[config.mk]
export PLATFORM = sky130hd
export DESIGN_NAME = pfw_decode
export DESIGN_NICKNAME = d
export VERILOG_FILES = /design/src/pkg/pfw_pkg.sv /design/src/core/pfw_decode.sv
export SDC_FILE = /design/constraint.sdc
export NUM_CORES = 1
export LEC_CHECK = 0
export BUFFER_PORTS_ARGS = -buffer_cell sky130_fd_sc_hd__buf_2
export CELL_PAD_IN_SITES_DETAIL_PLACEMENT = 1
export CELL_PAD_IN_SITES_GLOBAL_PLACEMENT = 1
export CORE_MARGIN = 2
export CORE_UTILIZATION = 30
export CTS_CLUSTER_DIAMETER = 30
export DETAILED_ROUTE_END_ITERATION = 6
export PLACE_DENSITY = 0.72
export RECOVER_POWER = 100
export SYNTH_ARGS = -nofsm -noshare
export SYNTH_HDL_FRONTEND = slang
export SYNTH_SLANG_ARGS = --single-unit
[constraint.sdc]
create_clock -name i_core_clk -period 3.35 [get_ports i_core_clk]
set_input_delay 0.5025 -clock i_core_clk [delete_from_list [all_inputs] [get_ports i_core_clk]]
set_output_delay 0.5025 -clock i_core_clk [all_outputs]
set_load 0.03 [all_outputs]
[src/pkg/pfw_pkg.sv]
package pfw_pkg;

    // configuration dword offsets
    localparam logic [7:0]  PFW_OFF_BASE_LIMIT = 8'h24;
    localparam logic [7:0]  PFW_OFF_BASE_HI    = 8'h28;
    localparam logic [7:0]  PFW_OFF_LIMIT_HI   = 8'h2C;

    // field positions inside the base/limit dword
    localparam int          PFW_BASE_LSB       = 4;
    localparam int          PFW_LIMIT_LSB      = 20;
    localparam int          PFW_CAP_LSB        = 0;
    localparam int          PFW_LIMIT_CAP_LSB  = 16;

    // values after reset and fixed fields
    localparam logic [11:0] PFW_BASE_RST       = 12'h000;
    localparam logic [11:0] PFW_LIMIT_RST      = 12'h000;
    localparam logic [31:0] PFW_HI_RST         = 32'h0000_0000;
    localparam logic [3:0]  PFW_CAP_64         = 4'h1;
    localparam logic [19:0] PFW_LOW_BASE       = 20'h0_0000;
    localparam logic [19:0] PFW_LOW_LIMIT      = 20'hF_FFFF;
    localparam logic [31:0] PFW_ZERO32         = 32'h0000_0000;

    // legacy display decode
    localparam logic [31:0] PFW_VGA_MEM_LO     = 32'h000A_0000;
    localparam logic [31:0] PFW_VGA_MEM_HI     = 32'h000B_FFFF;
    localparam logic [9:0]  PFW_VGA_IO_A_LO    = 10'h3B0;
    localparam logic [9:0]  PFW_VGA_IO_A_HI    = 10'h3BB;
    localparam logic [9:0]  PFW_VGA_IO_B_LO    = 10'h3C0;
    localparam logic [9:0]  PFW_VGA_IO_B_HI    = 10'h3DF;
    localparam logic [9:0]  PFW_PAL_MASK       = 10'h3C6;
    localparam logic [9:0]  PFW_PAL_WADDR      = 10'h3C8;
    localparam logic [9:0]  PFW_PAL_DATA       = 10'h3C9;

    typedef enum logic [0:0] {
        PFW_IDLE,
        PFW_WAIT_HI
    } pfw_state_t;

    // address phase seen on one of the two buses
    typedef struct packed {
        logic        strobe;
        logic        side;     // 0 primary, 1 secondary
        logic        dac;
        logic        io;
        logic        wr;
        logic [3:0]  be;
        logic [31:0] ad;
    } pfw_req_t;

    // configuration access
    typedef struct packed {
        logic        wr;
        logic        rd;
        logic [7:0]  addr;
        logic [3:0]  be;
        logic [31:0] wdata;
    } pfw_cfg_t;

    // decode answer
    typedef struct packed {
        logic        valid;
        logic        claim;
        logic        down;
        logic        in_win;
        logic        win_off;
        logic        prefetch;
        logic        single_phase;
        logic        snoop;
        logic [3:0]  be;
    } pfw_dec_t;

    // byte-enable merge of a configuration write
    function automatic logic [31:0] pfw_merge(input logic [31:0] old_v,
                                              input logic [31:0] new_v,
                                              input logic [3:0]  be);
        logic [31:0] r;
        r = old_v;
        for (int i = 0; i < 4; i++)
        begin
            if (be[i])
            begin
                r[i*8 +: 8] = new_v[i*8 +: 8];
            end
        end
        return r;
    endfunction

    // legacy display I/O alias: bits 15:10 ignored, 31:16 zero
    function automatic logic pfw_io_alias_ok(input logic [31:0] a);
        return a[31:16] == 16'h0000;
    endfunction

endpackage

[src/core/pfw_decode.sv]
`timescale 1ns/1ps

// What this block does
// - window aligned and sized in 1 MB
// - top twelve bits give address 31:20
// - low nibble of base/limit reads 1h
// - base padded zeros, limit padded ones
// - reset window covers lowest 1 MB
// - base above limit, 64-bit, disables window
// - dual cycle: low word first, high second
// - both highs zero: primary DAC ignored, secondary up
// - both highs nonzero: primary SAC ignored
// - above 4 GB: in-window down, out-window up
// - straddle: SAC compared against lower base
// - straddle: DAC compared against upper limit
// - display mode forwards frame buffer, display I/O
// - frame buffer reads: one phase, byte enables
// - display I/O ranges, 1 KB alias below 64 KB
// - no extra decode of display firmware region
// - palette snoop claims palette writes downstream
// - both bits set acts as display mode
// - memory enable downstream, master enable upstream
// - primary in-window down, secondary in-window ignored
// - single cycle uses zero upper address word
module pfw_decode
    import pfw_pkg::*;
(
    input  wire logic        i_core_clk,
    input  wire logic        i_rst,
    input  wire pfw_cfg_t    i_cfg,
    output logic [31:0]      o_cfg_rdata,
    input  wire logic        i_mem_enable,
    input  wire logic        i_master_enable,
    input  wire logic        i_io_enable,
    input  wire logic        i_vga_mode,
    input  wire logic        i_vga_snoop,
    input  wire logic        i_mmio_hit,
    input  wire pfw_req_t    i_req,
    output pfw_dec_t         o_dec,
    output logic             o_wait_high
);

    typedef struct packed {
        pfw_state_t  st;
        pfw_req_t    pend;
        logic [11:0] base;
        logic [11:0] limit;
        logic [31:0] base_hi;
        logic [31:0] limit_hi;
        logic [31:0] rdata;
        pfw_dec_t    dec;
    } pfw_regs_t;

    // the whole state bank and its next value
    pfw_regs_t   r;
    pfw_regs_t   next_r;

    // decode intermediates, all combinational
    logic        dec_go;
    pfw_req_t    cur;
    logic [31:0] addr_hi;
    logic [63:0] addr64;
    logic [63:0] base64;
    logic [63:0] limit64;
    logic        win_off;
    logic        in_win;
    logic        vga_mem;
    logic        vga_io;
    logic        pal_io;
    logic        ord_mmio;
    logic        down_mem;
    logic        up_mem;
    logic        down_io;
    logic [31:0] dw_base_limit;
    logic [31:0] merged_bl;

    // inclusive 10-bit I/O span, shared by both display ranges
    function automatic logic io_span(input logic [9:0] a,
                                     input logic [9:0] lo,
                                     input logic [9:0] hi);
        return (a >= lo) && (a <= hi);
    endfunction

    // the three palette ports, low ten bits only after aliasing
    function automatic logic pal_hit(input logic [9:0] a);
        return (a == PFW_PAL_MASK) || (a == PFW_PAL_WADDR) || (a == PFW_PAL_DATA);
    endfunction

    // extended window bounds, 1 MB granular
    always_comb
    begin
        base64  = {r.base_hi, r.base, PFW_LOW_BASE};
        limit64 = {r.limit_hi, r.limit, PFW_LOW_LIMIT};
        win_off = base64 > limit64;
    end

    // the dword at the base/limit offset: capability nibble is fixed
    always_comb
    begin
        dw_base_limit = PFW_ZERO32;
        dw_base_limit[PFW_BASE_LSB +: 12]       = r.base;
        dw_base_limit[PFW_LIMIT_LSB +: 12]      = r.limit;
        dw_base_limit[PFW_CAP_LSB +: 4]         = PFW_CAP_64;
        dw_base_limit[PFW_LIMIT_CAP_LSB +: 4]   = PFW_CAP_64;
        // a write merges over the read view, so the fixed nibbles stay put
        merged_bl = pfw_merge(dw_base_limit, i_cfg.wdata, i_cfg.be);
    end

    // pick the address that is being decoded this cycle
    always_comb
    begin
        dec_go  = 1'b0;
        cur     = i_req;
        addr_hi = PFW_ZERO32;
        case (r.st)
            PFW_IDLE:
            begin
                dec_go = i_req.strobe && !i_req.dac;
            end
            PFW_WAIT_HI:
            begin
                // second phase carries the high word only
                dec_go  = i_req.strobe;
                cur     = r.pend;
                addr_hi = i_req.ad;
            end
            default:
            begin
                dec_go = 1'b0;
            end
        endcase
        addr64 = {addr_hi, cur.ad};
    end

    // window hit and the legacy display ranges
    always_comb
    begin
        // the one inclusive compare covers all three placements: a
        // below-4 GB window never holds a dual address, an above-4 GB
        // window never holds a single one, and a straddling window
        // reduces to base-only for SAC and limit-only for DAC
        in_win = !win_off && !cur.io
                 && (addr64 >= base64)
                 && (addr64 <= limit64);
        // frame buffer only; firmware region above it is left alone
        vga_mem = i_vga_mode && !cur.io && !cur.dac
                  && (cur.ad >= PFW_VGA_MEM_LO)
                  && (cur.ad <= PFW_VGA_MEM_HI);
        vga_io  = i_vga_mode && cur.io && pfw_io_alias_ok(cur.ad)
                  && (io_span(cur.ad[9:0], PFW_VGA_IO_A_LO, PFW_VGA_IO_A_HI)
                   || io_span(cur.ad[9:0], PFW_VGA_IO_B_LO, PFW_VGA_IO_B_HI));
        // snoop is shadowed when display mode already covers it
        pal_io  = i_vga_snoop && !i_vga_mode && cur.io && cur.wr
                  && pfw_io_alias_ok(cur.ad)
                  && pal_hit(cur.ad[9:0]);
        // non-prefetchable window is 32-bit only
        ord_mmio = i_mmio_hit && !cur.io && !cur.dac;
    end

    // forwarding direction per bus
    always_comb
    begin
        down_mem = 1'b0;
        up_mem   = 1'b0;
        down_io  = 1'b0;
        if (!cur.side)
        begin
            // primary: claim in-window, display and ordinary windows
            down_mem = i_mem_enable
                       && (in_win || vga_mem || ord_mmio);
            down_io  = i_io_enable && (vga_io || pal_io);
        end
        else
        begin
            // secondary: all memory outside the downstream ranges goes up, I/O never does;
            // a primary-side zero-high DAC is illegal, so none is special
            up_mem   = i_master_enable && !cur.io
                       && !in_win && !vga_mem && !ord_mmio;
        end
    end

    // next state: configuration, phase tracking, registered answer
    always_comb
    begin
        next_r           = r;
        next_r.dec.valid = 1'b0;
        next_r.dec.snoop = 1'b0;
        next_r.dec.claim = 1'b0;

        // configuration writes; only the 12-bit fields and the two high dwords are writable
        if (i_cfg.wr)
        begin
            case (i_cfg.addr)
                PFW_OFF_BASE_LIMIT:
                begin
                    next_r.base  = merged_bl[PFW_BASE_LSB +: 12];
                    next_r.limit = merged_bl[PFW_LIMIT_LSB +: 12];
                end
                PFW_OFF_BASE_HI:
                begin
                    next_r.base_hi = pfw_merge(r.base_hi, i_cfg.wdata, i_cfg.be);
                end
                PFW_OFF_LIMIT_HI:
                begin
                    next_r.limit_hi = pfw_merge(r.limit_hi, i_cfg.wdata, i_cfg.be);
                end
                default:
                begin
                    next_r.base = r.base;
                end
            endcase
        end

        // configuration reads; unmapped offsets answer zero
        if (i_cfg.rd)
        begin
            case (i_cfg.addr)
                PFW_OFF_BASE_LIMIT:
                begin
                    next_r.rdata = dw_base_limit;
                end
                PFW_OFF_BASE_HI:
                begin
                    next_r.rdata = r.base_hi;
                end
                PFW_OFF_LIMIT_HI:
                begin
                    next_r.rdata = r.limit_hi;
                end
                default:
                begin
                    next_r.rdata = PFW_ZERO32;
                end
            endcase
        end

        // address phase tracking
        case (r.st)
            PFW_IDLE:
            begin
                if (i_req.strobe && i_req.dac)
                begin
                    next_r.pend = i_req;
                    next_r.st   = PFW_WAIT_HI;
                end
            end
            PFW_WAIT_HI:
            begin
                if (i_req.strobe)
                begin
                    next_r.st = PFW_IDLE;
                end
            end
            default:
            begin
                next_r.st = PFW_IDLE;
            end
        endcase

        // decode answer, one cycle after the last address phase
        if (dec_go)
        begin
            next_r.dec.valid        = 1'b1;
            next_r.dec.claim        = down_mem || up_mem || down_io;
            next_r.dec.down         = !cur.side;
            next_r.dec.in_win       = in_win;
            next_r.dec.win_off      = win_off;
            next_r.dec.prefetch     = in_win && !cur.wr && !vga_mem && down_mem;
            // side-effect risk: frame buffer reads never prefetch
            next_r.dec.single_phase = vga_mem && !cur.wr && down_mem;
            next_r.dec.snoop        = pal_io && down_io;
            next_r.dec.be           = cur.be;
        end
    end

    // one register bank for all state
    always_ff @(posedge i_core_clk)
    begin
        if (i_rst)
        begin
            // clear everything, then lay down the reset window
            r          <= '0;
            r.st       <= PFW_IDLE;
            r.base     <= PFW_BASE_RST;
            r.limit    <= PFW_LIMIT_RST;
            r.base_hi  <= PFW_HI_RST;
            r.limit_hi <= PFW_HI_RST;
        end
        else
        begin
            r <= next_r;
        end
    end

    // outputs straight from the register bank
    assign o_cfg_rdata = r.rdata;
    assign o_dec       = r.dec;
    assign o_wait_high = (r.st == PFW_WAIT_HI);  // handshake level

endmodule // pfw_decode

; Yosys cells after proc, flatten, opt, wreduce, memory -nomap -nowiden
; Cells that the tools add are included.
[classes]
order_cmp = 9
n_eq_ne = 6
muxes = 11
bitwise = 2
reduce_logical = 66
[op_table]
columns = op, n
row1 = 32-bit case mux with 3 select lines, 1
row2 = 64-bit greater-or-equal comparator, 1
row3 = 64-bit greater-than comparator, 1
row4 = 64-bit <= comparator, 1
row5 = 42-bit two-way mux, 1
row6 = 40-bit two-way mux, 1
row7 = 3-bit AND reduction, 12
row8 = 1-bit logical AND, 33
row9 = "32-bit by 20-bit greater-or-equal comparator with 1-bit output, second input constant", 1
row10 = "32-bit by 20-bit <= comparator with 1-bit output, second input constant", 1
row11 = 32-bit two-way mux, 1
row12 = "10-bit equality test, second input constant", 3
row13 = "8-bit by 6-bit equality test with 1-bit output, second input constant", 3
row14 = "10-bit greater-or-equal comparator, second input constant", 2
row15 = "10-bit <= comparator, second input constant", 2
row16 = 16-bit zero test, 1
row17 = 12-bit two-way mux, 1
row18 = 1-bit zero test, 10
row19 = 1-bit logical OR, 8
row20 = 1-bit two-way mux, 4
row21 = 1-bit case mux with 2 select lines, 2
row22 = 1-bit inverter, 2
row23 = 2-bit AND reduction, 1
row24 = 2-bit OR reduction, 1
[word_totals]
ff_bits = 174
word_cells = 124

; Longest topological paths before layout
[depth]
depth_word = 13
ltp_mapped = 16
mapped_depth_nobuf = 11

; Least setup slack after synthesis
; No wires, ideal clock.
[synth_timing]
path_type = reg-to-reg
start = register r (netlist bit o_wait_high)
end = register r (netlist bit o_dec[6])
setup_ns = 0.096
t_arrival_ns = 3.699
path_slack_ns = -0.445
path_stages_with_launch = 16
synth_period_minus_slack_ns = 3.795
cell_sequence = dfxtp_1 -> buf_6 -> buf_4 -> buf_2 -> buf_1 -> clkbuf_1 -> and2_1 -> ha_1 -> a21o_1 -> a21o_1 -> a221oi_1 -> nor2_1 -> or4_1 -> a22oi_2 -> nand2_2 -> o41ai_2
[synth_between]
elab_chain_cells = 11
elab_cells_between_ends = 28
classes_between = order compare (4) / mux (4) / bitwise (1) / reduce/logical (19)
[synth_rtl]
columns = element, line
row1 = from (decl), pfw_decode.sv:55  ; pfw_regs_t r;
row2 = from (signal assigned), pfw_decode.sv:291  ; r <= next_r;
row3 = branches (longest 11 deep; another with 64-bit greater-or-equal comparator), n/a
; Parallel ways; which one is timed is not known.
; A chain may end at the register's enable or synchronous reset.

; Worst setup path after layout
; Ends and elaborated chain as after synthesis.

==> flow_summary.ini <==
[global_route]
grt_use_total_pct = 20.4
global_route.overflow_total = 0
antenna_violations_before_repair = 0
grt_pass1_wl_um = 60700
grt_start_max_net_pins = 90
vias_in_the_first_global_route = 10600

[clock_network]
cts-htree-levels = 4
worst_skew_pair_latency_ps = 450
cts_tree = built
tritoncts_num_sinks = 173
cts.hold.buffers_added = 0
clk_pin_slew_ps = 80
cts.root.buffer_cell = sky130_fd_sc_hd__clkbuf_16
number_of_buffers_created_by_cts = 17
ctsLongestPathBuffers = 2

[sta]
drv_slew = 36
final.period_utilization_pct = 94.5
setup_viol = 0
final.min_clock_period_ps = 3170
fin_setup_tns_ps = 0
timing.fmax_mhz = 316
timing.slew.headroom_pct = -3.66
grt_setup_unrepaired = no
hold_violations = 0
worst_skew_ps = 11.5
tightestPinTransition_ps = 1550

[critical_path]
cpMaxStageDelayCell = sky130_fd_sc_hd__or4_1
worstSetupPathType = flop to flop
worst-endpoint-required_ps = 3700
crit_fanout = 14
reg2reg_setup_slack_ps = 180
critical_path.max_stage_delay_ps = 550
critical_path.startpoint_type = flop
crit_chain = clkbuf_8 -> and2_1 -> ha_1 -> nand4_1 -> nor4_4 -> nand3_1 -> or4_1 -> a22oi_2 -> nand2_2 -> o41ai_2
end_kind = flop
critical_path_arrival_ps = 3510

[outcome]
failed_checks = max-capacitance violations, max-slew violations
status = finished, violations left

[synth]
fraction_of_synthesized_cell_area_taken_by_the_top_area_cell_type_pct = 31.4
synth_flop_cell = sky130_fd_sc_hd__dfxtp_1
synth.distinct_cells = 58
synth_cells = 1400
async_reset_ff_share_pct = 0
ys_seq_area_share_pct = 31.4
synthDominantAreaCellType = sky130_fd_sc_hd__dfxtp_1
ys_warn_count = 0
ys_seq_elements = 173
synth_area_per_cell_um2 = 7.87
synth-edff-count = 0
post_synth_instance_area_um2 = 11000
netlist_top_cells_area = sky130_fd_sc_hd__dfxtp_1 (31%), sky130_fd_sc_hd__ha_1 (15%), sky130_fd_sc_hd__nand2_1 (7.4%), sky130_fd_sc_hd__a21oi_1 (7.0%), sky130_fd_sc_hd__mux2i_1 (6.6%)
post_synthesis_net_count = 1624

[placement]
placement.io_buffers = 139
gp_routability_congestion = 0.864
dp_hpwl_um = 31500

[finish]
num-fill-cells = 4448
layout-area-overhead-vs-synth_pct = 12.3
layout-drive-gt1-share_pct = 11.4
num-nets-final = 1694
num_antenna_cells = 0

[routing]
routed_wire_length_um = 38800
antenna_violating_nets_left = 0
drc = 0
avgViaCountPerCell = 5.24
first_pass_iters = 5
num_vias = 10200
detailedRoute.firstIterationViolations = 560
route.detailed.wl_per_inst_um = 19.9

[power_and_ir_drop]
finalPower_w = 0.00475
p_leak_nw = 5.15
power-per-cell-area_nw_per_um2 = 383
power.ir.vdd_worst_mv = 0.327

[floorplanning]
placementRows = 70
effective_utilization_at_floorplan_pct = 30.3
core_region_area_um2 = 36300
fp.dieH_um = 196
die_area_um2 = 38300
floorplan.die.width_um = 196
io_pins = 140

[run]
maximum_capacitance_violations = 1

[hold_path]
min_path_type = primary input to flop
==> cells by family (layout without fill, tap and decap cells) <==
family,after synthesis,count (layout),share of synthesized area [%]
simple gates,514,514,21.2
compound gates,293,293,15.8
flops,173,173,31.4
fa+ha+maj,130,130,14.7
mux,90,90,8.37
buf+inv,200,283,8.50
==> flip-flops by register name, summed over array words and instances (netlist names) <==
| signal | flops |
|---|---|
| o_dec | 12 |
| o_wait_high | 1 |
| base64 | 44 |
| limit64 | 32 |
| r | 40 |
| dw_base_limit | 12 |
| o_cfg_rdata | 32 |
==> stage by stage <==
step	instance area, um^2	util (%)	hold WS, ps	worst slack (ps)	instances
after detailed placement	11900	32.6	446	81.5	1916
after global placement	11900	32.6	438	189	1916
final	12400	34.0	301	185	1951
after CTS	12400	34.2	283	71.2	1948
after floorplan	11000	-	426	2.61	1400
after global routing	12400	34.0	292	11.9	1951
==> cell type report <==
cell class / instances / area (um^2) / share of cell area [%]
Inverter: 92 / 345 / 2.79
Multi-Input combinational cell: 1027 / 6610 / 53.4
Timing Repair Buffer: 159 / 792 / 6.40
Tap cell: 468 / 586 / 4.73
Clock buffer: 17 / 425 / 3.44
Clock inverter: 15 / 151 / 1.22
Sequential cell: 173 / 3470 / 28.0
==> worst max-delay path, delay by kind of cell, from the launching register on <==
family	cells	cell delay, ps
compound gates	2	550
fa+ha+maj	1	300
buf+inv	1	200
flops	1	410
simple gates	6	1590
==> timing repair <==
item | 4_1_cts | 5_1_grt
setup buffers | 0 | 3
resized for setup | 0 | 4
endpoints found under the setup margin | 0 | 2
==> where the power goes <==
part	switching, W	internal (W)
Clock	0.000994	0.000991
Combinational	0.000407	0.000246
Sequential	0.0000244	0.00208
==> per-layer routing <==
layer	track usage (%)	up-vias	wire (um)
met5	0	-	0
met2	34.0	254	17900
met3	3.42	67	1730
met1	26.5	4956	18000
li1	-	4949	-
met4	7.27	0	1230
==> layout by cell type (no fill, tap or decap), types with 30 or more instances in the layout <==
cell and n:
sky130_fd_sc_hd__dfxtp_1 172, sky130_fd_sc_hd__and2_1 31, sky130_fd_sc_hd__nand2_1 218, sky130_fd_sc_hd__inv_1 92, sky130_fd_sc_hd__a21oi_1 155, sky130_fd_sc_hd__nand4_1 30, sky130_fd_sc_hd__ha_1 129, sky130_fd_sc_hd__nand3_1 34
sky130_fd_sc_hd__clkbuf_1 50, sky130_fd_sc_hd__o21ai_0 54, sky130_fd_sc_hd__mux2i_1 72, sky130_fd_sc_hd__buf_2 93, sky130_fd_sc_hd__nor2_1 143
==> synth_stat cells (2+ instances only) <==
cell type	number
sky130_fd_sc_hd__a2111oi_0	2
sky130_fd_sc_hd__a211o_1	2
sky130_fd_sc_hd__a211oi_1	8
sky130_fd_sc_hd__a21o_1	15
sky130_fd_sc_hd__a21oi_1	155
sky130_fd_sc_hd__a221oi_1	3
sky130_fd_sc_hd__a22o_1	2
sky130_fd_sc_hd__a22oi_1	24
sky130_fd_sc_hd__a2bb2oi_1	2
sky130_fd_sc_hd__a31oi_1	2
sky130_fd_sc_hd__and2_1	33
sky130_fd_sc_hd__and3_1	7
sky130_fd_sc_hd__and4_1	3
sky130_fd_sc_hd__buf_1	6
sky130_fd_sc_hd__buf_2	7
sky130_fd_sc_hd__buf_4	45
sky130_fd_sc_hd__clkbuf_1	49
sky130_fd_sc_hd__dfxtp_1	173
sky130_fd_sc_hd__ha_1	129
sky130_fd_sc_hd__inv_1	92
sky130_fd_sc_hd__mux2_2	17
sky130_fd_sc_hd__mux2i_1	73
sky130_fd_sc_hd__nand2_1	218
sky130_fd_sc_hd__nand2b_1	4
sky130_fd_sc_hd__nand3_1	28
sky130_fd_sc_hd__nand3_2	6
sky130_fd_sc_hd__nand4_1	30
sky130_fd_sc_hd__nor2_1	143
sky130_fd_sc_hd__nor2b_1	2
sky130_fd_sc_hd__nor3_1	9
sky130_fd_sc_hd__nor4_1	15
sky130_fd_sc_hd__nor4b_1	3
sky130_fd_sc_hd__o2111ai_1	4
sky130_fd_sc_hd__o211ai_1	5
sky130_fd_sc_hd__o21a_1	4
sky130_fd_sc_hd__o21ai_0	54
sky130_fd_sc_hd__or2_2	2
sky130_fd_sc_hd__or4_1	4
==> final timing paths <==
| kind | cells after the start | startpoint | endpoint |
|---|---|---|---|
| worst max-delay path | 10 | o_wait_high | o_dec[6] |
| worst min-delay path | 3 | i_req[35] | r[167] |
| worst max register to register | 10 | o_wait_high | o_dec[6] |
| worst min register to register | 2 | r[164] | r[164] |
Power figures use the tool's default switching activity.
